## src/acsc_consts.svh

```systemverilog
`ifndef ACSC_CONSTS_SVH
`define ACSC_CONSTS_SVH

// ==========================================================
// Register offsets from the board base address
`define ACSC_ADDR_W          4
`define ACSC_OFF_CMD_ONE     4'h0
`define ACSC_OFF_ADC_CLEAR   4'h1

// ==========================================================
// Field positions of acquisition_command_one
`define ACSC_BIT_SCAN_OFF_N  7
`define ACSC_BIT_TIMER_IRQ   6
`define ACSC_BIT_EXT_IRQ     5
`define ACSC_BIT_RESULT_IRQ  4
`define ACSC_CHAN_MSB        3
`define ACSC_CHAN_LSB        0

// ==========================================================
// Reset values
`define ACSC_CMD_ONE_RESET   8'h80
`define ACSC_CHAN_RESET      4'h0

`endif

```

## src/acsc_pkg.sv

```systemverilog
package acsc_pkg;

    // ==========================================================
    // Types
    typedef logic [3:0] acsc_chan_t;
    typedef logic [7:0] acsc_byte_t;

    // Scan set-up progress of the command register
    typedef enum logic [1:0] {
        ACSC_SINGLE,
        ACSC_LOADED,
        ACSC_SCANNING
    } acsc_mode_t;

    // ==========================================================
    // Next channel of a scan; direction high counts up to the limit
    function automatic acsc_chan_t acsc_next_chan(input acsc_chan_t cur,
                                                  input acsc_chan_t lim,
                                                  input logic       up);
        acsc_chan_t res;
        if (up) begin
            res = (cur >= lim) ? 4'h0 : 4'(cur + 4'h1);
        end else begin
            res = (cur == 4'h0) ? lim : 4'(cur - 4'h1);
        end
        return res;
    endfunction

endpackage

```

## src/acsc_scan_if.sv

```systemverilog
`timescale 1ns/1ns

// ==========================================================
// Link between the command register and the scan counter
interface acsc_scan_if;
    logic               load;
    acsc_pkg::acsc_chan_t load_value;
    logic               step;
    logic               direction;
    acsc_pkg::acsc_chan_t limit;
    acsc_pkg::acsc_chan_t count;

    modport ctrl (output load, output load_value, output step, output direction,
                  output limit, input count);
    modport cnt  (input load, input load_value, input step, input direction,
                  input limit, output count);
endinterface

```

## src/acsc_scan_counter.sv

```systemverilog
`timescale 1ns/1ns
`include "acsc_consts.svh"

module acsc_scan_counter (
    input  wire logic   i_clk,
    input  wire logic   i_sys_rst,
    acsc_scan_if.cnt    scan
);

    acsc_pkg::acsc_chan_t count;
    acsc_pkg::acsc_chan_t next_count;

    // ==========================================================
    // Counter next value: a load beats a step
    always_comb begin
        next_count = count;
        if (scan.load) begin
            next_count = scan.load_value;
        end else if (scan.step) begin
            next_count = acsc_pkg::acsc_next_chan(count, scan.limit,
                                                  scan.direction);
        end
    end

    // Counter register
    always_ff @(posedge i_clk) begin
        if (i_sys_rst) begin
            count <= `ACSC_CHAN_RESET;
        end else begin
            count <= next_count;
        end
    end

    assign scan.count = count;
endmodule

```

## src/acsc_command_reg.sv

```systemverilog
`timescale 1ns/1ns
`include "acsc_consts.svh"

// What this block does
// - The command register is an 8-bit write-only register at offset zero, not readable there.
// - Bit 7 is scan-off (active low), bits 6..4 are the three irq enables, bits 3..0 the channel.
// - After reset the scan-off bit is one, so single-channel acquisition is selected.
// - With scan-off at zero the channels from the selected one to zero are sampled in turn, in the order set by the sequence direction.
// - With scan-off at one only the selected channel is sampled for the whole acquisition.
// - A write with scan-off high loads the counter; a matching write with it low starts the scan.
// - Reads may return anything in don't-care positions and software ignores them.
// - Values written into don't-care positions change no hardware state.
// - A write to a register without fields is a strobe whatever its data is.
// - The sequence direction picks scanning up from zero or down from the selected channel.
module acsc_command_reg (
    input  wire logic                      i_clk,
    input  wire logic                      i_sys_rst,
    input  wire logic                      i_wr_strobe,
    input  wire logic [`ACSC_ADDR_W-1:0]   i_addr,
    input  wire logic [7:0]                i_wdata,
    input  wire logic                      i_sequence_direction,
    input  wire logic                      i_conv_done,
    output logic                           o_multichannel_scan_off_n,
    output logic                           o_timer_irq_enable,
    output logic                           o_external_irq_enable,
    output logic                           o_result_ready_irq_enable,
    output logic [3:0]                     o_channel_select,
    output logic [3:0]                     o_mux_select,
    output logic                           o_scanning,
    output logic                           o_adc_clear
);

    acsc_pkg::acsc_byte_t  cmd;
    acsc_pkg::acsc_byte_t  next_cmd;
    acsc_pkg::acsc_mode_t  mode;
    acsc_pkg::acsc_mode_t  next_mode;
    logic                  adc_clear;
    logic                  next_adc_clear;
    logic                  wr_cmd;
    logic                  wr_clear;
    logic                  chan_match;
    acsc_pkg::acsc_chan_t  wr_chan;
    acsc_pkg::acsc_chan_t  sel_chan;

    acsc_scan_if scan ();

    // ==========================================================
    // Address decode
    // Only writes are decoded; reads at offset zero belong to the status
    // logic, so no read path exists here.
    assign wr_cmd   = i_wr_strobe && (i_addr == `ACSC_OFF_CMD_ONE);
    assign wr_clear = i_wr_strobe && (i_addr == `ACSC_OFF_ADC_CLEAR);
    assign wr_chan  = i_wdata[`ACSC_CHAN_MSB:`ACSC_CHAN_LSB];
    assign sel_chan = cmd[`ACSC_CHAN_MSB:`ACSC_CHAN_LSB];
    assign chan_match = (wr_chan == sel_chan);

    // ==========================================================
    // Command register and scan set-up progress
    // Every bit of this register is defined, so a write stores all eight;
    // other offsets leave it alone.
    always_comb begin
        next_cmd  = cmd;
        next_mode = mode;
        if (wr_cmd) begin
            next_cmd = i_wdata;
            if (i_wdata[`ACSC_BIT_SCAN_OFF_N]) begin
                next_mode = acsc_pkg::ACSC_LOADED;
            end else begin
                next_mode = acsc_pkg::ACSC_SCANNING;
            end
        end
    end

    // Register state; power-on value keeps single-channel mode
    always_ff @(posedge i_clk) begin
        if (i_sys_rst) begin
            cmd  <= `ACSC_CMD_ONE_RESET;
            mode <= acsc_pkg::ACSC_SINGLE;
        end else begin
            cmd  <= next_cmd;
            mode <= next_mode;
        end
    end

    // ==========================================================
    // Clear strobe: data is ignored, any write fires it
    always_comb begin
        next_adc_clear = wr_clear;
    end

    // Clear strobe register, one cycle wide
    always_ff @(posedge i_clk) begin
        if (i_sys_rst) begin
            adc_clear <= 1'b0;
        end else begin
            adc_clear <= next_adc_clear;
        end
    end

    // ==========================================================
    // Scan counter control
    // A load write always reloads. An enable write reloads too unless it
    // follows a load of the same channel; this way a lone enable write
    // still scans from a defined channel instead of a stale count.
    assign scan.load       = wr_cmd && (i_wdata[`ACSC_BIT_SCAN_OFF_N] ||
                             !(mode == acsc_pkg::ACSC_LOADED && chan_match));
    assign scan.load_value = wr_chan;
    assign scan.step       = (mode == acsc_pkg::ACSC_SCANNING) && i_conv_done;
    assign scan.direction  = i_sequence_direction;
    assign scan.limit      = sel_chan;

    acsc_scan_counter u_counter (
        .i_clk     (i_clk),
        .i_sys_rst (i_sys_rst),
        .scan      (scan)
    );

    // ==========================================================
    // Outputs; the mux is a plain select between two registers
    assign o_multichannel_scan_off_n = cmd[`ACSC_BIT_SCAN_OFF_N];
    assign o_timer_irq_enable        = cmd[`ACSC_BIT_TIMER_IRQ];
    assign o_external_irq_enable     = cmd[`ACSC_BIT_EXT_IRQ];
    assign o_result_ready_irq_enable = cmd[`ACSC_BIT_RESULT_IRQ];
    assign o_channel_select          = sel_chan;
    assign o_scanning                = (mode == acsc_pkg::ACSC_SCANNING);
    assign o_mux_select = o_scanning ? scan.count : sel_chan;
    assign o_adc_clear  = adc_clear;
endmodule

```

## config.mk

```make
export PLATFORM = sky130hd
export DESIGN_NAME = acsc_command_reg
export DESIGN_NICKNAME = d
export VERILOG_FILES = /design/src/acsc_pkg.sv /design/src/acsc_scan_if.sv /design/src/acsc_scan_counter.sv /design/src/acsc_command_reg.sv
export VERILOG_INCLUDE_DIRS = /design/src
export SDC_FILE = /design/constraint.sdc
export NUM_CORES = 1
export LEC_CHECK = 0
export BUFFER_PORTS_ARGS = -buffer_cell sky130_fd_sc_hd__buf_4
export CELL_PAD_IN_SITES_DETAIL_PLACEMENT = 0
export CELL_PAD_IN_SITES_GLOBAL_PLACEMENT = 1
export CORE_MARGIN = 5
export CORE_UTILIZATION = 33
export CTS_BUF_LIST = sky130_fd_sc_hd__clkbuf_8
export DETAILED_ROUTE_END_ITERATION = 7
export HOLD_SLACK_MARGIN = 0.08
export MAX_ROUTING_LAYER = met4
export PLACE_DENSITY_LB_ADDON = 0.2
export SKIP_LAST_GASP = 1
export SLEW_MARGIN = 20
export SYNTH_ARGS = -nofsm -noshare
export SYNTH_HDL_FRONTEND = slang
export SYNTH_SLANG_ARGS = --single-unit
```

## constraint.sdc

```tcl
create_clock -name i_clk -period 1.5 [get_ports i_clk]
set_input_delay 0.075 -clock i_clk [delete_from_list [all_inputs] [get_ports i_clk]]
set_output_delay 0.075 -clock i_clk [all_outputs]
set_load 0.02 [all_outputs]
```

==> summary.txt <==
Result of the run = complete, but fails checks
Violations in the final reports = negative setup slack
Max-slew headroom at the worst pin = 0.784
TritonCTS buffer count = 3
Storage element area = 317 sq um
Core occupancy in the finished layout = 0.557
Die boundary height = 64.0 microns
Starting utilization of the core area = 0.346
Required time at the worst-slack endpoint = 1.67 ns
Count of buffering cells on the critical path with inverters included = 2
Clock Latency Late Sink = 0.25 ns
Number of port buffers = 30
Class of the most critical hold timing path = input port to flop
Area of the mapped netlist = 963 sq um
Fraction of final layout cells sized beyond drive strength 1 = 0.449
Source of the worst register-to-register timing path = cmd[3]
Simple-gate area share of the yosys netlist = 0.253
Highest clock rate = 0.665 GHz
Worst hold path depth = 3
R2R Setup Slk = -0.003 ns
Hold path startpoint = i_wdata[0]
Crit start category = flop
Cell family with most CP delay = flip-flops
Layout overhead on the synthesized area = 60.8%
Final cell count without fillers = 209
# rows = 19
Final cycle utilization of the critical path = 1.00
Total wirelength of the detailed-routed design = 3.07 mm
Clock transition at the register clock pins on the worst setup and hold paths after CTS = 0.06 ns
Pwr/cell area = 587 mW/mm^2
Pin count of the biggest net entering global routing = 16
Drt pass-1 iters = 4
Cell type of the slowest stage on the worst timing path = sky130_fd_sc_hd__dfxtp_4
Die span in x = 64.0 microns
Placeable core region = 0.00278 sq mm
Compound-Gate Fraction of Synth Area = 0.199
Worst path arrival time = 1.67 ns
Nets in the synthesized netlist = 147
TritonCTS clock tree = yes
GR Util All Layers = 0.154
Synthesized flop and latch total = 15
Total via count after detailed routing = 1081
Final number of hold-violating endpoints = 0
Seq/Total Area, Yosys = 0.312
Residual DRC = 0
Number of global-route vias before repair = 1037
Cell count after synthesis = 124
Post-placement cell count = 197
Post-route antenna net violation count = 0
Static leakage = 0.000684 uW
Final setup fails = 1
Crit path capture type = flop
Post-Syn Area per Cell = 7.77 sq um
Final HPWL from detailed placement = 2.21 mm
I/O pin total = 31
Total Die Area = 0.00410 sq mm
Worst Hold Margin = 0.0913 ns
Mux cell area share after synthesis = 0.0545
Setup repair after global routing missed its margin = true
Synth cell types = 33
Peak supply drop = 0.553 mV
Gp weighted congestion = 0.830
Post-synthesis adder-cell area fraction = 0.0779
Leading cell type in the layout, fill and taps excluded = sky130_fd_sc_hd__buf_4
Level count of the clock H-tree = 1
CTS root buf = sky130_fd_sc_hd__clkbuf_8
Multi-input logic area = 693 sq um
Maximum Capacitance Violations = 0
Critical Path Fanout Max = 3
Worst setup margin = -0.00326 ns
Filler cell count in the final layout = 268
Power consumption = 909 uW
Clock skew after layout = 0.00189 ns
Pre-CTS setup slack = -0.0362 ns
List of cells traversed by the critical path = inv_4 -> ha_4 -> a21oi_2 -> nand2_1 -> nor2_2 -> buf_4 -> nand3_1 -> a311oi_2
Final Critical Period = 1.50 ns
Clock tree sinks = 15
Worst R2R End = u_counter.scan.count[1]
Number of slew-limit violations in the final report = 0
Count of antenna diodes in the layout = 0
Clock buffer depth = 2
GRT Residual Overflow = 0
Routed wirelength normalized by instance count = 14.7 microns
End point of the worst hold path = cmd[0]
Slowest stage delay, CP = 0.36 ns
Routed via count divided by cell count = 5.17
Main combinational cell family by area after synthesis = simple AND/OR/NAND/NOR gates
Measured slew at the worst slew-check pin = 0.324 ns
DRC marker count from the first detailed-route iteration = 44
Logic depth of the worst register-to-register path = 8
Antenna violations before repair = 0
Start-to-end type of the worst setup path = flop to flop
Number of warnings printed during yosys synthesis = 0
Share of the synthesized netlist area taken by xor and xnor gates = 0.0545
Wire length of the first global-routing pass = 4.82 mm
Number of nets in the final layout = 202
Top library cells by usage in the layout, fill and taps aside = 48 x sky130_fd_sc_hd__buf_4, 24 x sky130_fd_sc_hd__nand2_1, 11 x sky130_fd_sc_hd__a21oi_1
## cell type report
class / count / share of cell area
Timing Repair Buffer: 54 / 0.273
Multi-Input combinational cell: 97 / 0.447
Clock inverter: 1 / 0.00242
Tap cell: 31 / 0.0250
Inverter: 8 / 0.0210
Sequential cell: 15 / 0.204
Clock buffer: 3 / 0.0267
## state kept, by name (all words and copies together), names as in the netlist
register and cells:
o_adc_clear 1, u_counter.scan.count 4, cmd 8, mode 2
## routing by layer
layer / global-route usage / vias to the layer above / wire length [microns]
li1: - / 547 / -
met1: 0.177 / 501 / 1280
met2: 0.261 / 28 / 1630
met3: 0.0210 / 5 / 113
met4: 0.0701 / 0 / 49
met5: - / - / 0
## what timing repair did
| action | in CTS | in global routing |
|---|---|---|
| gates resized for setup | 10 | 9 |
| hold endpoints to repair | 4 | 0 |
| setup buffers | 2 | 2 |
| hold buffers | 4 | 0 |
| pin swaps | 11 | 1 |
| endpoints found under the setup margin | 5 | 5 |
## kinds of logic after synthesis
logic type      after synthesis
compound gates               30
mux                           5
xor+xnor                      6
fa+ha+maj                     6
flops                        15
simple gates                 50
buf+inv                      12
## synthesized netlist by cell type, drive strengths merged
library cell,number,area share
or2,1,0.0065
mux2,2,0.023
o21bai,1,0.0078
a211oi,1,0.0078
o311a,1,0.010
dfxtp,15,0.31
nand3b,1,0.0078
clkbuf,2,0.0078
or3,1,0.0065
mux2i,3,0.031
nand3,7,0.036
xor2,3,0.027
nand2b,1,0.0065
buf,2,0.010
xnor2,3,0.027
nand2,24,0.094
a21oi,13,0.068
or4b,1,0.014
and3b,1,0.0091
a2111oi,1,0.016
inv,8,0.031
o211ai,4,0.031
o21ai,6,0.035
a31oi,1,0.0065
a311oi,1,0.0091
o31ai,1,0.0078
nor3b,2,0.016
nand4,2,0.013
nor2,8,0.039
ha,6,0.078
nor3,1,0.0052
## per-stage QoR
step	instance area [sq um]	setup TNS [ns]
after floorplan	990	0
after global placement	1360	-0.0154
after detailed placement	1360	-0.0843
after global routing	1550	-0.290
final	1550	-0.00326
after CTS	1510	-0.00376
## worst reg2reg max path: cells and delay by family (launching register included)
kind	cells	cell delay, ns
buffers and inverters	2	0.16
AO/OA/AOI/OAI	2	0.34
adder cells (fa/ha/maj)	1	0.22
flip-flops	1	0.36
AND/OR/NAND/NOR	3	0.33
## worst max-delay path by stage
stage,startpoint,endpoint,slack [ns],depth (start not counted)
6_report,cmd[3],u_counter.scan.count[1],-0.003,8
4_1_cts,cmd[2],u_counter.scan.count[3],-0.004,7
3_5_place_dp,cmd[1],u_counter.scan.count[2],-0.04,7
2_1_floorplan,cmd[2],u_counter.scan.count[2],0.02,7
5_1_grt,cmd[3],u_counter.scan.count[1],-0.09,8
3_3_place_gp,cmd[3],u_counter.scan.count[2],-0.02,7
## where the power goes
group	total (uW)	internal (uW)	switching, uW
combinational	167	86.9	80.3
clock	336	182	154
sequential	405	400	5.28
total	909	669	240
(Power assumes the default switching activity.)
